--- src/common/mgmt_pkg.sv ---
// Constants for the management pin block: frame layout, register map and timing.
// Assumes a 40 MHz system clock and a management clock well below half of it.
package mgmt_pkg;

    // ==========================================================
    // Timing
    localparam int CLK_PERIOD_NS    = 25;
    localparam int MDC_MAX_MHZ      = 25;
    localparam int RESET_MIN_NS     = 1000;
    localparam int RESET_MIN_CYCLES = (RESET_MIN_NS + CLK_PERIOD_NS - 1) / CLK_PERIOD_NS;

    // ==========================================================
    // Frame layout
    localparam logic [5:0] PRE_LEN  = 6'h20;
    localparam logic [4:0] HDR_LAST = 5'h0d;
    localparam logic [4:0] DAT_LAST = 5'h0f;
    localparam logic [1:0] ST_CODE  = 2'h1;
    localparam logic [1:0] OP_WRITE = 2'h1;
    localparam logic [1:0] OP_READ  = 2'h2;
    localparam logic [4:0] PHY_ADDR = 5'h01;

    // ==========================================================
    // Register map
    localparam logic [4:0]  REG_CTRL   = 5'h00;
    localparam logic [4:0]  REG_STAT   = 5'h01;
    localparam logic [4:0]  REG_IEN    = 5'h12;
    localparam logic [4:0]  REG_ISTAT  = 5'h13;
    localparam logic [4:0]  REG_CFG    = 5'h1e;
    localparam int          CTRL_RESET = 15;
    localparam int          CTRL_PD    = 11;
    localparam int          CFG_IRQ    = 7;
    localparam int          STAT_PD    = 1;
    localparam int          STAT_IRQ   = 0;
    localparam logic [15:0] CTRL_RST   = 16'h0000;
    localparam logic [15:0] CTRL_WMASK = 16'h0800;
    localparam logic [15:0] IEN_RST    = 16'h0000;
    localparam logic [15:0] CFG_RST    = 16'h0000;
    localparam logic [15:0] CFG_WMASK  = 16'h0080;

    // ==========================================================
    // Synchroniser lanes and their idle levels
    localparam int         SYNC_W   = 3;
    localparam int         LANE_MDC = 0;
    localparam int         LANE_MDI = 1;
    localparam int         LANE_PIN = 2;
    localparam logic [2:0] SYNC_RST = 3'h6;

    typedef enum logic [1:0] {S_PRE, S_HDR, S_TA, S_DATA} mgmt_state_t;

endpackage

--- src/hdl/pin_sync.sv ---
// Three-stage synchroniser with agreement filter for asynchronous pins.
// Assumes each lane is a slow level; a change is taken when stages two and three agree.
`timescale 1ns/100ps
module pin_sync #(
    parameter int              W   = 3,
    parameter logic [W-1:0]    RST = '0
) (
    input  wire logic          clk_i,
    input  wire logic          resetn_i,
    input  wire logic [W-1:0]  d_i,
    output logic      [W-1:0]  q_o
);

    typedef struct packed {
        logic [W-1:0] s1;
        logic [W-1:0] s2;
        logic [W-1:0] s3;
        logic [W-1:0] q;
    } sync_st_t;

    sync_st_t     r;
    sync_st_t     n;
    logic [W-1:0] filt;

    // ==========================================================
    // Per-lane filter: follow the input only when the late stages agree.
    for (genvar i = 0; i < W; i++) begin : g_lane
        assign filt[i] = (r.s2[i] == r.s3[i]) ? r.s3[i] : r.q[i];
    end

    // Next state of the shift chain.
    always_comb begin
        n    = r;
        n.s1 = d_i;
        n.s2 = r.s1;
        n.s3 = r.s2;
        n.q  = filt;
    end

    // State register.
    always_ff @(posedge clk_i or negedge resetn_i) begin
        if (!resetn_i) begin
            r <= {RST, RST, RST, RST};
        end else begin
            r <= n;
        end
    end

    assign q_o = r.q;

endmodule

--- src/hdl/mgmt_pins.sv ---
// Management serial slave with dual-use interrupt or power-down pin.
// Assumes the pins arrive asynchronously and the station keeps its own timing.
`timescale 1ns/100ps
module mgmt_pins (
    input  wire logic        clk_i,
    input  wire logic        resetn_i,
    input  wire logic        mdc_i,
    input  wire logic        mdio_i,
    output logic             mdio_o,
    output logic             mdio_oe_o,
    input  wire logic        irq_or_sleep_pin_i,
    output logic             irq_or_sleep_pin_o,
    output logic             irq_or_sleep_pin_oe_o,
    input  wire logic [15:0] event_i,
    output logic             power_down_o
);
    import mgmt_pkg::*;

    typedef struct packed {
        mgmt_state_t state;
        logic [5:0]  ones;
        logic [4:0]  cnt;
        logic [13:0] hdr;
        logic [15:0] shift;
        logic        rd;
        logic        mdc_prev;
        logic        mdo;
        logic        mdoe;
        logic        pd;
        logic        irq_oe;
        logic [15:0] ctrl;
        logic [15:0] ien;
        logic [15:0] istat;
        logic [15:0] cfg;
    } mgmt_st_t;

    mgmt_st_t            r;
    mgmt_st_t            n;
    logic [SYNC_W-1:0]   sync_q;
    logic                mdc_f;
    logic                mdi_f;
    logic                pin_f;
    logic                mdc_rise;
    logic [13:0]         hdr_full;
    logic [15:0]         wdata;
    logic [15:0]         clr;
    logic                irq_mode;
    logic                pending;

    // ==========================================================
    // Pin synchronisation.
    pin_sync #(
        .W   (SYNC_W),
        .RST (SYNC_RST)
    ) u_sync (
        .clk_i    (clk_i),
        .resetn_i (resetn_i),
        .d_i      ({irq_or_sleep_pin_i, mdio_i, mdc_i}),
        .q_o      (sync_q)
    );

    // Filtered pins and the management clock rising edge.
    assign mdc_f    = sync_q[LANE_MDC];
    assign mdi_f    = sync_q[LANE_MDI];
    assign pin_f    = sync_q[LANE_PIN];
    assign mdc_rise = mdc_f & ~r.mdc_prev;
    assign hdr_full = {r.hdr[12:0], mdi_f};
    assign wdata    = {r.shift[14:0], mdi_f};
    assign irq_mode = r.cfg[CFG_IRQ];
    assign pending  = |(r.istat & r.ien);

    // Register read multiplexer.
    function automatic logic [15:0] read_reg(input mgmt_st_t s, input logic [4:0] a);
        logic [15:0] v;
        v = 16'h0000;
        case (a)
            REG_CTRL:  v = s.ctrl;
            REG_STAT:  begin
                v[STAT_PD]  = s.pd;
                v[STAT_IRQ] = |(s.istat & s.ien);
            end
            REG_IEN:   v = s.ien;
            REG_ISTAT: v = s.istat;
            REG_CFG:   v = s.cfg;
            default:   v = 16'h0000;
        endcase
        return v;
    endfunction

    // ==========================================================
    // Frame engine, register file and pin logic.
    always_comb begin
        n          = r;
        clr        = 16'h0000;
        n.mdc_prev = mdc_f;
        if (mdc_rise) begin
            case (r.state)
                S_PRE: begin
                    if (mdi_f) begin
                        if (r.ones != PRE_LEN) begin
                            n.ones = r.ones + 6'h01;
                        end
                    end else if (r.ones == PRE_LEN) begin
                        n.state = S_HDR;
                        n.hdr   = 14'h0000;
                        n.cnt   = 5'h01;
                    end else begin
                        n.ones = 6'h00;
                    end
                end
                S_HDR: begin
                    n.hdr = hdr_full;
                    n.cnt = r.cnt + 5'h01;
                    if (r.cnt == HDR_LAST) begin
                        n.cnt  = 5'h00;
                        n.ones = 6'h00;
                        if (hdr_full[13:12] == ST_CODE && hdr_full[9:5] == PHY_ADDR &&
                            (hdr_full[11:10] == OP_READ || hdr_full[11:10] == OP_WRITE)) begin
                            n.state = S_TA;
                            n.rd    = (hdr_full[11:10] == OP_READ);
                            if (hdr_full[11:10] == OP_READ) begin
                                n.shift = read_reg(r, hdr_full[4:0]);
                                if (hdr_full[4:0] == REG_ISTAT) begin
                                    clr = r.istat;
                                end
                            end
                        end else begin
                            n.state = S_PRE;
                        end
                    end
                end
                S_TA: begin
                    n.cnt = r.cnt + 5'h01;
                    if (r.rd && r.cnt == 5'h00) begin
                        n.mdoe = 1'b1;
                        n.mdo  = 1'b0;
                    end
                    if (r.cnt != 5'h00) begin
                        n.state = S_DATA;
                        n.cnt   = 5'h00;
                        if (r.rd) begin
                            n.mdo   = r.shift[15];
                            n.shift = {r.shift[14:0], 1'b0};
                        end
                    end
                end
                S_DATA: begin
                    n.cnt = r.cnt + 5'h01;
                    if (r.rd) begin
                        n.mdo   = r.shift[15];
                        n.shift = {r.shift[14:0], 1'b0};
                    end else begin
                        n.shift = wdata;
                    end
                    if (r.cnt == DAT_LAST) begin
                        n.state = S_PRE;
                        n.mdoe  = 1'b0;
                        n.mdo   = 1'b0;
                        n.cnt   = 5'h00;
                        if (!r.rd) begin
                            case (r.hdr[4:0])
                                REG_CTRL: begin
                                    if (wdata[CTRL_RESET]) begin
                                        n.ctrl = CTRL_RST;
                                        n.ien  = IEN_RST;
                                        n.cfg  = CFG_RST;
                                    end else begin
                                        n.ctrl = wdata & CTRL_WMASK;
                                    end
                                end
                                REG_IEN: n.ien = wdata;
                                REG_CFG: n.cfg = wdata & CFG_WMASK;
                                default: n.ctrl = n.ctrl;
                            endcase
                        end
                    end
                end
                default: n.state = S_PRE;
            endcase
        end
        // Sticky interrupt flags: a new event wins over the read clear.
        n.istat  = (r.istat & ~clr) | event_i;
        // Pin is the power-down input unless interrupt mode is set.
        n.pd     = r.ctrl[CTRL_PD] | (~irq_mode & ~pin_f);
        n.irq_oe = irq_mode & pending;
    end

    // State register; reset restores every register default.
    always_ff @(posedge clk_i or negedge resetn_i) begin
        if (!resetn_i) begin
            r <= '{state: S_PRE, ctrl: CTRL_RST, ien: IEN_RST, cfg: CFG_RST,
                   default: '0};
        end else begin
            r <= n;
        end
    end

    // Output drive; the interrupt pin only ever pulls low.
    assign mdio_o                = r.mdo;
    assign mdio_oe_o             = r.mdoe;
    assign irq_or_sleep_pin_o    = 1'b0;
    assign irq_or_sleep_pin_oe_o = r.irq_oe;
    assign power_down_o          = r.pd;

    // ==========================================================
    // Assertions.
    a_state_on_mdc: assert property (@(posedge clk_i) disable iff (!resetn_i)
        (r.state != $past(r.state)) |-> $past(mdc_rise))
        else $error("Frame state moved without a management clock edge.");

    a_mdio_owner: assert property (@(posedge clk_i) disable iff (!resetn_i)
        mdio_oe_o |-> (r.rd && (r.state == S_TA || r.state == S_DATA)))
        else $error("Data line driven outside a read turnaround or data phase.");

    a_pin_default: assert property (@(posedge clk_i) disable iff (!resetn_i)
        !irq_mode |=> !irq_or_sleep_pin_oe_o)
        else $error("Dual-use pin driven while in power-down input mode.");

    a_pd_entry: assert property (@(posedge clk_i) disable iff (!resetn_i)
        (!irq_mode && !pin_f) |=> power_down_o)
        else $error("Low dual-use pin did not enter power-down.");

    a_pd_access: assert property (@(posedge clk_i) disable iff (!resetn_i)
        (power_down_o && mdc_rise && r.state == S_HDR && r.cnt == HDR_LAST &&
         hdr_full[13:12] == ST_CODE && hdr_full[9:5] == PHY_ADDR &&
         hdr_full[11:10] == OP_READ) |=> (r.state == S_TA))
        else $error("Register access refused during power-down.");

    a_open_drain: assert property (@(posedge clk_i) disable iff (!resetn_i)
        irq_or_sleep_pin_oe_o |-> (!irq_or_sleep_pin_o && $past(irq_mode)))
        else $error("Interrupt pin driven high or outside interrupt mode.");

    a_reset_vals: assert property (@(posedge clk_i)
        !resetn_i |-> (r.ctrl == CTRL_RST && r.cfg == CFG_RST && r.ien == IEN_RST &&
                       r.istat == 16'h0000 && !mdio_oe_o))
        else $error("Register not at its default during reset.");

    a_reset_idle: assert property (@(posedge clk_i)
        !resetn_i |-> (r.state == S_PRE && r.ones == 6'h00 && !power_down_o))
        else $error("Frame engine not reinitialised during reset.");

    a_read_ta: assert property (@(posedge clk_i) disable iff (!resetn_i)
        (mdc_rise && r.state == S_TA && r.rd && r.cnt == 5'h00) |=>
        (mdio_oe_o && !mdio_o))
        else $error("Read turnaround second bit not driven low.");

    a_irq_hold: assert property (@(posedge clk_i) disable iff (!resetn_i)
        irq_or_sleep_pin_oe_o == $past(irq_mode && pending))
        else $error("Interrupt pin level does not follow pending enabled flags.");

endmodule

--- config.mk ---
export PLATFORM = sky130hd
export DESIGN_NAME = mgmt_pins
export DESIGN_NICKNAME = d
export VERILOG_FILES = /design/src/common/mgmt_pkg.sv /design/src/hdl/pin_sync.sv /design/src/hdl/mgmt_pins.sv
export SDC_FILE = /design/constraint.sdc
export NUM_CORES = 1
export LEC_CHECK = 0
export BUFFER_PORTS_ARGS = -buffer_cell sky130_fd_sc_hd__buf_4
export CORE_MARGIN = 1.5
export CORE_UTILIZATION = 35
export DETAILED_ROUTE_END_ITERATION = 10
export GPL_TIMING_DRIVEN = 0
export PLACE_DENSITY = 0.6
export REMOVE_ABC_BUFFERS = 1
export SLEW_MARGIN = 20
export SYNTH_ARGS = -nofsm -noshare
export SYNTH_HDL_FRONTEND = slang
export SYNTH_SLANG_ARGS = --single-unit
export TNS_END_PERCENT = 20
--- constraint.sdc ---
create_clock -name clk_i -period 2.5 [get_ports clk_i]
set_input_delay 0.25 -clock clk_i [delete_from_list [all_inputs] [get_ports clk_i]]
set_output_delay 0.25 -clock clk_i [all_outputs]
set_load 0.01 [all_outputs]
Word-level counts from Yosys, hierarchy flattened --
Cells that the tools add are included.
Word-level totals: flip-flop bits (word level) 124, input port bits 21, word-level logic and storage cells 136, output and inout port bits 5
Cells by class: mux-type cells 42, bitwise operators 12, add/subtract/negate cells 2, reduce and logical (&&, ||, !) cells 26, equality and inequality tests 33
Operators by type and width (count):
- 16-bit 2-to-1 mux | 10
- 16-bit case mux with 2 select lines | 2
- 14-bit case mux with 4 select lines | 1
- 16-bit case mux with 3 select lines | 1
- 19-bit 2-to-1 mux | 2
- 17-bit 2-to-1 mux | 2
- 16-bit AND | 2
- 13-bit case mux with 2 select lines | 1
- 5-bit equality test, second input constant | 5
- 2-bit inequality test, second input constant | 10
- 5-bit case mux with 4 select lines | 1
- 6-bit 2-to-1 mux | 3
- 6-bit AND reduction | 3
- 16-bit inverter | 1
- 16-bit OR | 1
- 16-bit OR reduction | 1
- 5-bit logical NOT | 3
- 2-bit 2-to-1 mux | 7
- 13-bit 2-to-1 mux | 1
- 12-bit 2-to-1 mux | 1
- 6-bit case mux with 2 select lines | 1
- 4-bit AND reduction | 3
- 5-bit by 1-bit equality test with 1-bit output, second input constant | 2
- 5-bit by 4-bit equality test with 1-bit output, second input constant | 2
- other kinds (26) | 49

Logic depth before layout (Yosys ltp) --
Gate-level depths: netlist of run 1.
depth after elaboration 10, gate-level depth with buffers 11, depth with buffers taken out 9

Cells and area by module --
Synthesis of run 1 repeated with hierarchy kept, for this count alone.
Unflattened totals: cells, all modules 379, area total of the unflattened synthesis 4364.2 sq um
By module, submodules not included:
- mgmt_pins | area each 3997.6 sq um, instances 1, cells an instance 361, seq. area each 2052.0 sq um
- pin_sync | area each 366.6 sq um, instances 1, cells an instance 18, seq. area each 310.3 sq um

Worst setup path before layout of run 1 --
Ideal clock, no wire load.
kind reg2reg, from register r[100] (netlist name), to register r[37] (netlist name), data arrival time 2107 ps, data required time 2379 ps, setup slack 272 ps, clock period less this slack 2228 ps, path buffers 1, library setup time 121 ps, cell stages (with the launch flop) 11, cells stage by stage dfrtp_1 -> ha_1 -> nand3_1 -> inv_1 -> ha_1 -> nand3_1 -> or3_1 -> nor4_1 -> o21ai_1 -> clkbuf_1 -> a22o_1
Between the ends: longest elaborated chain between the ends 2
RTL lines:
- start: declaration | RTL line mgmt_pins.sv:37 | mgmt_st_t r;
- start signal: assignment | RTL line mgmt_pins.sv:191 | r <= '{state: S_PRE, ctrl: CTRL_RST, ien: IEN_RST, cfg: CFG_RST,
- start signal: assignment | RTL line mgmt_pins.sv:194 | r <= n;
- 5-bit by 4-bit equality test with 1-bit output | RTL line mgmt_pins.sv:155 | if (r.cnt == DAT_LAST) begin
- 6-bit AND reduction (no line)
No other way between the ends. A chain may end at the register's enable or synchronous reset.

Final worst setup path of run 1 --
from register r[100] (netlist name), to register r[40] (netlist name)
The elaborated chain is that of the path after synthesis.

==> results of run 1 <==
-- worst max-delay path, delay by kind of cell (launching register included) --
family                   cells  cell delay (ns)
buffers and inverters        2             0.26
AO/OA/AOI/OAI                2             0.35
flip-flops                   1             0.39
adder cells (fa/ha/maj)      2             0.35
AND/OR/NAND/NOR              4             0.95
-- cells in the final DEF (no fill, tap or decap), types with 3 or more instances in the layout --
| cell type | instances |
|---|---|
| and3_1 | 3 |
| maj3_1 | 3 |
| a21o_1 | 17 |
| dfrtp_1 | 85 |
| a22o_1 | 32 |
| ha_1 | 8 |
| a22oi_1 | 5 |
| buf_4 | 26 |
| nand3_1 | 13 |
| nand2b_1 | 4 |
| dfstp_2 | 8 |
| a2bb2oi_1 | 13 |
| inv_1 | 13 |
| o21ai_0 | 15 |
| o31ai_1 | 3 |
| o21ai_1 | 6 |
| mux2i_1 | 13 |
| a21oi_1 | 11 |
| clkbuf_16 | 9 |
| nor2_1 | 25 |
| a21oi_2 | 10 |
| a221oi_1 | 4 |
| nor3_1 | 5 |
| nand2_1 | 16 |
-- Yosys cell counts, types with 3 or more instances --
library cell  count  area share
a22oi_1           5      0.0086
o21ai_0          15       0.017
a21o_1           17       0.029
a2bb2oi_1        13       0.026
nand3_1          13       0.015
dfrtp_1          86        0.49
nor3_1            5      0.0057
maj3_1            3      0.0069
nand2b_1          4      0.0057
a21oi_1          11       0.013
a221oi_1          4      0.0080
buf_2             8      0.0092
a21oi_2          10       0.020
mux2i_1          13       0.030
ha_1              8       0.023
and3_1            3      0.0043
nand2_1          16       0.014
o31ai_1           3      0.0052
nor2_1           25       0.021
o21ai_1           7      0.0080
a22o_1           32       0.064
inv_1            13       0.011
and2_1            3      0.0043
dfstp_2           8       0.048
clkbuf_1         13       0.011
-- metal layers --
layer  vias up  track usage  routed length, um
met5         -            0                  0
met1      1539        0.206               4610
met3        10       0.0337                265
met2        52        0.240               4410
met4         0       0.0486                115
li1       1463            -                  -
-- worst max path at each step --
stage                       from  endpoint  slack, ns
floorplan           hdr_full[10]     r[70]       0.21
global placement            flop     r[45]      -0.43
global route              r[100]     r[40]      -0.04
CTS                       r[100]     r[40]      0.006
finish                    r[100]     r[40]       0.08
detailed placement          flop     r[40]      -0.55
-- what timing repair did --
item,4_1_cts,5_1_grt
cloned,0,2
gates resized for setup,6,6
hold endpoints to repair,0,0
setup endpoints to repair,34,45
buffers inserted,0,4
pin swaps,1,3
-- state kept, by name, indices dropped and copies added (netlist names), named ones only --
register	count
hdr_full	13
irq_mode	1
mdio_oe_o	1
r	63
u_sync.r	3
power_down_o	1
u_sync.n	6
irq_or_sleep_pin_oe_o	1
u_sync.q_o	3
-- metrics by stage --
step                instances  TNS [ns]  setup WS (ns)  instance area, um2  hold WS, ns
floorplan                 362         0          0.206                4250      -0.0456
global placement          554    -10.58         -0.433                4640        0.343
detailed placement        554     -8.91         -0.549                4650        0.337
CTS                       569         0        0.00582                4990      0.00233
global route              575    -0.250        -0.0400                5070      0.00131
finish                    575         0         0.0809                5070      -0.0199
-- logic make-up after synthesis --
| group | after synthesis | share of synthesized area |
|---|---|---|
| fa+ha+maj | 11 | 0.0298 |
| mux | 15 | 0.0349 |
| other cells | 1 | 0.000858 |
| simple gates | 93 | 0.119 |
| buf+inv | 38 | 0.0392 |
| compound gates | 133 | 0.232 |
| flops | 94 | 0.541 |
| xor+xnor | 2 | 0.00401 |
-- power groups by stage --
stage / sequential (uW) / clock (uW) / combinational [uW]
floorplan: 1620 / 0 / 79.7
global placement: 1630 / 0 / 149
detailed placement: 1630 / 0 / 152
CTS: 1600 / 1490 / 152
global route: 1610 / 1550 / 169
finish: 1600 / 1450 / 148
-- cell type report --
class,count,area [um2],share of cell area
sequential,94,2360,0.466
multi-input combinational,257,1920,0.378
clock buffer,11,243,0.0478
timing repair buffer,28,218,0.0429
tap,168,210,0.0414
clock inverter,4,72.6,0.0143
inverter,13,48.8,0.00962
==> flow_metrics.env, run 1 <==
export IMPL_die_y_um=115
export IMPL_ir_drop_mv=0.391
export IMPL_initial_core_util=0.361
export IMPL_syn_to_final_growth_pct=16.1
export IMPL_total_power_uw=3200
export IMPL_p_switching_uw=672
export IMPL_utilization=0.419
export IMPL_whs_ns=-0.0199
export IMPL_place_congestion=0.788
export IMPL_diodes=0
export IMPL_p_seq_frac=0.500
export IMPL_synth_edf_count=0
export IMPL_r2r_cells=10
export IMPL_yosysSeqAreaShare=0.541
export IMPL_run_status="complete, but fails checks"
export IMPL_startpoint_type="flop"
export IMPL_ys_warnings_count=0
export IMPL_slew_headroom=0.340
export IMPL_synth_seq_cells=94
export IMPL_routedWlPerCell_um=16.3
export IMPL_drtPass1Iterations=4
export IMPL_clock_skew_ns=0.0106
export IMPL_synth_ff_type="dfrtp_1"
export IMPL_async_reset_ff_frac=1.00
export IMPL_cts_root_buffer="clkbuf_16"
export IMPL_max_clock_freq_ghz=0.413
export IMPL_ant_nets=0
export IMPL_power_leakage_uw=0.00213
export IMPL_cts_hold_buf=0
export IMPL_r2r_start="r[100]"
export IMPL_synthesis_area_um2=4370
export IMPL_internal_power_uw=2530
export IMPL_finalHoldViolations=15
export IMPL_path_class="reg -> reg"
export IMPL_core_region_area_um2=12100
export IMPL_yosysUniqueCellTypes=63
export IMPL_p_comb_frac=0.046
export IMPL_cts_htree_levels=3
export IMPL_max_stage_delay_ns=0.43
export IMPL_dieArea_um2=13200
export IMPL_chipWidth_um=115
export IMPL_routed_wirelength_mm=9.40
export IMPL_clkTransAtPathRegs_ns=0.06
export IMPL_clkLatencyLatePin_ns=0.34
export IMPL_required_ns=2.72
export IMPL_port_buffers=24
export IMPL_pwr_share_clk=0.453
export IMPL_drc=0
export IMPL_grt_first_pass_wirelength_mm=15.4
export IMPL_fill_cells=1206
export IMPL_grt_pass1_vias=2995
export IMPL_min_period_ns=2.42
export IMPL_clockBufferDepth=2
export IMPL_rr_endpoint="r[40]"
export IMPL_r2r_slack_ns=0.08
export IMPL_crit_fanout=8
export IMPL_via_per_inst=5.33
export IMPL_arrival_ns=2.64
export IMPL_drv_slew=0
export IMPL_overflow=0
export IMPL_setup_viol=0
export IMPL_io_pins=26
export IMPL_crit_chain="ha_1 -> nand3_1 -> inv_1 -> ha_1 -> nand3_1 -> or3_4 -> nor4_4 -> buf_6 -> o21ai_4 -> a22o_1"
export IMPL_cts_tree="yes"
export IMPL_hp_class="in -> async"
export IMPL_worst_pin_slew_ns=0.983
export IMPL_cts_sinks=94
export IMPL_max_cap_violations=0
export IMPL_numCtsBuffers=9
export IMPL_grt_usage=0.151
export IMPL_vias=3064
export IMPL_antenna_found_initial=0
export IMPL_drtIter0Drc=183
export IMPL_violations="negative hold slack"
export IMPL_finalNetCount=432
export IMPL_swShare=0.210
export IMPL_power_density_nw_per_um2=630
export IMPL_rsz0062_at_grt="yes"
export IMPL_rows=40
export IMPL_post_route_period_util=0.968
export IMPL_dpl_hpwl_mm=5.82
export IMPL_syn_avg_cell_area_um2=11.3
export IMPL_drive_above_1_share=0.192
export IMPL_worstSetupEndpointType="flop"
export IMPL_synth_cells=387
export IMPL_critPathSlowestCell="or3_4"
export IMPL_grt_max_degree=95
Note: power is estimated with default switching activity, not from simulation.
==> inputs of run 2 (changes only) <==
Settings changed: CORE_MARGIN 1.5 to unset, CORE_UTILIZATION 35 to 40, GPL_TIMING_DRIVEN 0 to unset, PLACE_DENSITY 0.6 to 0.65.
==> run 2 against run 1 <==
The run now ends clean. Final area decreased by 1.7%. Sequential cell count unchanged. Non-clock buffer count increased by 12. Global-route usage increased by 2.6 points. Wire length decreased by 0.61%. Sequential power about the same. Core utilization increased by 5.8 points. Maximum frequency increased by 3.4%. Combinational power increased by 23%. Critical path depth unchanged. First-iteration DRC count increased by 16%. Hold slack improved by 0.072 ns. Critical path type unchanged. Highest routed layer unchanged.
==> flow_metrics.env, run 2 (synthesis gave the netlist of run 1 again) <==
export IMPL_run_status="completed"
export IMPL_grt_usage=0.177
export IMPL_r2r_start="r[100]"
export IMPL_grt_first_pass_wirelength_mm=15.6
export IMPL_r2r_slack_ns=0.16
export IMPL_largest_reg_flops=63
export IMPL_syn_to_final_growth_pct=14.1
export IMPL_largest_register="r"
export IMPL_worstHoldStart="event_i[12]"
export IMPL_drive_above_1_share=0.194
export IMPL_drtPass1Iterations=4
export IMPL_overflow=0
export IMPL_power_density_nw_per_um2=570
export IMPL_drv_slew=0
export IMPL_cts_sinks=94
export IMPL_ir_drop_mv=0.364
export IMPL_dpl_worst_slack_ns=0.175
export IMPL_clockBufferDepth=2
export IMPL_max_clock_freq_ghz=0.427
export IMPL_crit_fanout=16
export IMPL_antenna_found_initial=0
export IMPL_clock_skew_ns=0.0145
export IMPL_cts_htree_levels=3
export IMPL_finalNetCount=442
export IMPL_stdcell_count=554
export IMPL_fill_cells=976
export IMPL_setup_slack_ns=0.160
export IMPL_rr_endpoint="r[36]"
export IMPL_slew_headroom=0.400
export IMPL_finalHoldViolations=0
export IMPL_r2r_cells=10
export IMPL_ant_nets=0
export IMPL_path_class="reg -> reg"
export IMPL_worst_pin_slew_ns=0.895
export IMPL_drc=0
export IMPL_startpoint="r[100]"
export IMPL_rows=37
export IMPL_dpl_hpwl_mm=6.22
export IMPL_mostFrequentLayoutCell="dfrtp_1"
export IMPL_min_period_ns=2.34
export IMPL_startpoint_type="flop"
export IMPL_io_pins=26
export IMPL_diodes=0
export IMPL_hp_class="in -> reg"
export IMPL_final_setup_tns_ns=0
export IMPL_max_cap_violations=0
export IMPL_grt_pass1_vias=3013
export IMPL_routed_wirelength_mm=9.34
export IMPL_place_congestion=0.815
export IMPL_dieArea_um2=11300
export IMPL_layout_common_cells="dfrtp_1 (86), buf_4 (33), a22o_1 (32), nor2_1 (25), a21o_1 (17)"
export IMPL_via_per_inst=5.63
export IMPL_place_inst=534
export IMPL_initial_core_util=0.418
export IMPL_multi_input_area_um2=1840
export IMPL_cts_root_buffer="clkbuf_8"
export IMPL_required_ns=2.75
export IMPL_regArea_um2=2360
export IMPL_worstSetupEndpointType="flop"
export IMPL_routedWlPerCell_um=16.9
export IMPL_drtIter0Drc=213
export IMPL_die_y_um=107
export IMPL_min_to="r[28]"
export IMPL_numCtsBuffers=9
export IMPL_setup_viol=0
export IMPL_cts_tree="yes"
export IMPL_clkTransAtPathRegs_ns=0.10
export IMPL_whs_path_depth=2
export IMPL_clkLatencyLatePin_ns=0.36
export IMPL_port_buffers=24
export IMPL_arrival_ns=2.59
export IMPL_vias=3119
export IMPL_post_route_period_util=0.936
export IMPL_grt_max_degree=47
export IMPL_core_region_area_um2=10500
export IMPL_chipWidth_um=107
export IMPL_power_leakage_uw=0.00213
## run 2: report_power, final
| part | leakage, uW | internal, uW | switching (uW) |
|---|---|---|---|
| combinational | 0.000836 | 83.6 | 98.0 |
| sequential | 0.00119 | 1560 | 29.4 |
| clock | 0.000107 | 509 | 568 |
| total | 0.00213 | 2150 | 695 |
## run 2: stage by stage
stage	area, um2	util	total power [uW]	hold WS, ns
floorplan	4250	-	1700	-0.0456
global placement	4730	0.452	1790	0.157
detailed placement	4730	0.452	1790	0.165
CTS	4980	0.476	2870	0.0422
global route	4990	0.477	2960	0.0391
finish	4990	0.477	2840	0.0526
## run 2: final cells by class
type	count	share of cell area
tap	136	0.0341
sequential	94	0.474
clock buffer	10	0.0276
multi-input combinational	255	0.370
timing repair buffer	40	0.0697
inverter	13	0.00978
clock inverter	6	0.0156
## run 2: per-layer routing
metal / share of wire / track usage
met5: 0 / 0
met4: 0.025 / 0.0724
met3: 0.036 / 0.0337
met2: 0.44 / 0.254
met1: 0.50 / 0.260
## run 2: worst max-delay path by stage
| stage | depth (start not counted) | slack, ns | to |
|---|---|---|---|
| floorplan | 7 | 0.21 | r[70] |
| global placement | 7 | 0.23 | r[26] |
| detailed placement | 10 | 0.17 | r[36] |
| CTS | 10 | 0.14 | r[36] |
| global route | 10 | -0.03 | r[36] |
| finish | 10 | 0.16 | r[36] |
## run 2: critical path: stages (launching register included)
cell	delay, ns
dfrtp_1	0.44
ha_1	0.21
nand3_1	0.11
inv_1	0.07
ha_1	0.15
nand3_1	0.13
or3_1	0.40
nor4_2	0.20
o21ai_1	0.11
buf_4	0.21
a22o_1	0.20
## run 2: repair_timing
| action | 4_1_cts | 5_1_grt |
|---|---|---|
| hold buffers | 4 | 0 |
| setup endpoints to repair | 0 | 16 |
| gates resized for setup | 0 | 1 |
| hold endpoints to repair | 18 | 0 |
| buffers inserted | 0 | 0 |
==> inputs of run 3 (changes only) <==
Settings changed: PLACE_DENSITY 0.65 to unset.
==> run 3 against run 2 <==
Maximum frequency rose by 1.3%. First-iteration DRC count rose by 3.3%. Sequential share of layout area rose by 0.19 points. Clock-buffer cell count rose by 3. Critical path depth fell by 3. Final cell count rose by 0.18%. Sequential cell count did not move. Non-clock buffer count rose by 1. Highest routed layer unchanged. Sequential power barely moved. Final area fell by 0.35%. Register-to-register slack improved by 0.03 ns.
==> flow_metrics.env, run 3 (synthesis gave the netlist of run 1 again) <==
export IMPL_run_status="completed"
export IMPL_slew_headroom=0.438
export IMPL_rsz0062_at_grt="no"
export IMPL_finalHoldViolations=0
export IMPL_final_setup_tns_ns=0
export IMPL_max_stage_delay_ns=0.44
export IMPL_drtIter0Drc=220
export IMPL_rows=37
export IMPL_cts_sinks=94
export IMPL_route_met3_wl_um=326
export IMPL_met2WireLength_mm=4.06
export IMPL_io_pins=26
export IMPL_cp_top_family="simple AND/OR/NAND/NOR gates"
export IMPL_required_ns=2.75
export IMPL_grt_usage=0.179
export IMPL_via_per_inst=5.67
export IMPL_numCtsBuffers=9
export IMPL_cts_htree_levels=3
export IMPL_crit_buf_inv=2
export IMPL_drt_met1_wl_mm=4.63
export IMPL_grt_pass1_vias=3088
export IMPL_max_clock_freq_ghz=0.433
export IMPL_top_layer_used="met4"
export IMPL_syn_to_final_growth_pct=13.7
export IMPL_post_cts_repair_setup_buffers=0
export IMPL_drc=0
export IMPL_mostFrequentLayoutCell="dfrtp_1"
export IMPL_clock_skew_ns=0.00887
export IMPL_setup_viol=0
export IMPL_clkLatencyLatePin_ns=0.36
export IMPL_drtPass1Iterations=5
export IMPL_arrival_ns=2.56
export IMPL_routedWlPerCell_um=16.6
export IMPL_port_buffers=24
export IMPL_utilization=0.475
export IMPL_antenna_found_initial=0
export IMPL_hp_class="in -> reg"
export IMPL_ir_drop_mv=0.368
export IMPL_place_congestion=0.805
export IMPL_critPathSlowestCell="or4_4"
export IMPL_dieArea_um2=11300
export IMPL_chipWidth_um=107
export IMPL_min_period_ns=2.31
export IMPL_clkTransAtPathRegs_ns=0.09
export IMPL_grt_max_degree=48
export IMPL_power_leakage_uw=0.00212
export IMPL_cts_tree="yes"
export IMPL_clockBufferDepth=2
export IMPL_layout_common_cells="dfrtp_1 (85), buf_4 (35), a22o_1 (32), nor2_1 (25), a21o_1 (17)"
export IMPL_finalNetCount=443
export IMPL_path_class="reg -> reg"
export IMPL_drv_slew=0
export IMPL_largest_register="r"
export IMPL_drive_above_1_share=0.193
export IMPL_max_cap_violations=0
export IMPL_crit_fanout=16
export IMPL_ant_nets=0
export IMPL_core_region_area_um2=10500
export IMPL_post_route_period_util=0.923
export IMPL_startpoint_type="flop"
export IMPL_dpl_hpwl_mm=6.11
export IMPL_grt_first_pass_wirelength_mm=15.8
export IMPL_die_y_um=107
export IMPL_initial_core_util=0.418
export IMPL_diodes=0
export IMPL_overflow=0
export IMPL_crit_chain="inv_1 -> ha_1 -> or4_4 -> nor4_4 -> buf_4 -> nand4_4 -> a21o_1"
export IMPL_worst_pin_slew_ns=0.840
export IMPL_power_density_nw_per_um2=563
export IMPL_largest_reg_flops=63
export IMPL_cts_root_buffer="clkbuf_8"
export IMPL_vias=3146
export IMPL_routed_wirelength_mm=9.21
export IMPL_worstSetupEndpointType="flop"
run 3: worst register-to-register path, cell delays in order (launching register included):
cell     delay (ns)
dfrtp_1        0.38
inv_1          0.05
ha_1           0.29
or4_4          0.44
nor4_4         0.25
buf_4          0.21
nand4_4        0.29
a21o_1         0.30
run 3: worst paths after layout:
path | start | to | slack (ns) | cells after the start
hold reg to reg | u_sync.n[7] | u_sync.n[4] | 0.36 | 0
setup reg to reg | hdr_full[10] | r[25] | 0.19 | 7
setup / recovery | hdr_full[10] | r[25] | 0.19 | 7
hold / removal | event_i[4] | r[20] | 0.06 | 2
max in group asynchronous | resetn_i | u_sync.n[4] | 1.38 | 3
min in group asynchronous | resetn_i | hdr_full[7] | 0.45 | 2
run 3: stage by stage:
stage / hold WS [ns] / worst slack (ns) / std cells / area (um2) / power (uW)
2_1_floorplan: -0.0456 / 0.206 / 362 / 4250 / 1700
3_3_place_gp: 0.315 / 0.227 / 535 / 4720 / 1790
3_5_place_dp: 0.316 / 0.165 / 535 / 4720 / 1790
4_1_cts: 0.0424 / 0.151 / 555 / 4960 / 2830
5_1_grt: 0.0434 / 0.0373 / 555 / 4970 / 2910
6_report: 0.0576 / 0.192 / 555 / 4970 / 2800
run 3: per-layer routing:
layer / up-vias / global-route usage
met3: 16 / 0.0227
met2: 79 / 0.263
met5: - / 0
li1: 1488 / -
met4: 0 / 0.0832
met1: 1563 / 0.262
run 3: what timing repair did:
action	in CTS	in global routing
endpoints found under the hold margin	44	0
hold buffers	4	0
resized for setup	0	2
setup endpoints to repair	0	16
run 3: final cells by class:
cell class | count | area (um2)
Fill cell | 977 | 5490
Clock buffer | 13 | 159
Sequential cell | 94 | 2360
Clock inverter | 3 | 42.5
Inverter | 13 | 48.8
Tap cell | 136 | 170
Timing Repair Buffer | 41 | 343
Multi-Input combinational cell | 255 | 1840
run 3: report_power, final:
| group | internal [uW] | leakage, uW | total, uW | switching [uW] |
|---|---|---|---|---|
| sequential | 1560 | 0.00118 | 1600 | 46.2 |
| clock | 517 | 0.0000996 | 1030 | 517 |
| combinational | 84.3 | 0.000837 | 162 | 78.1 |
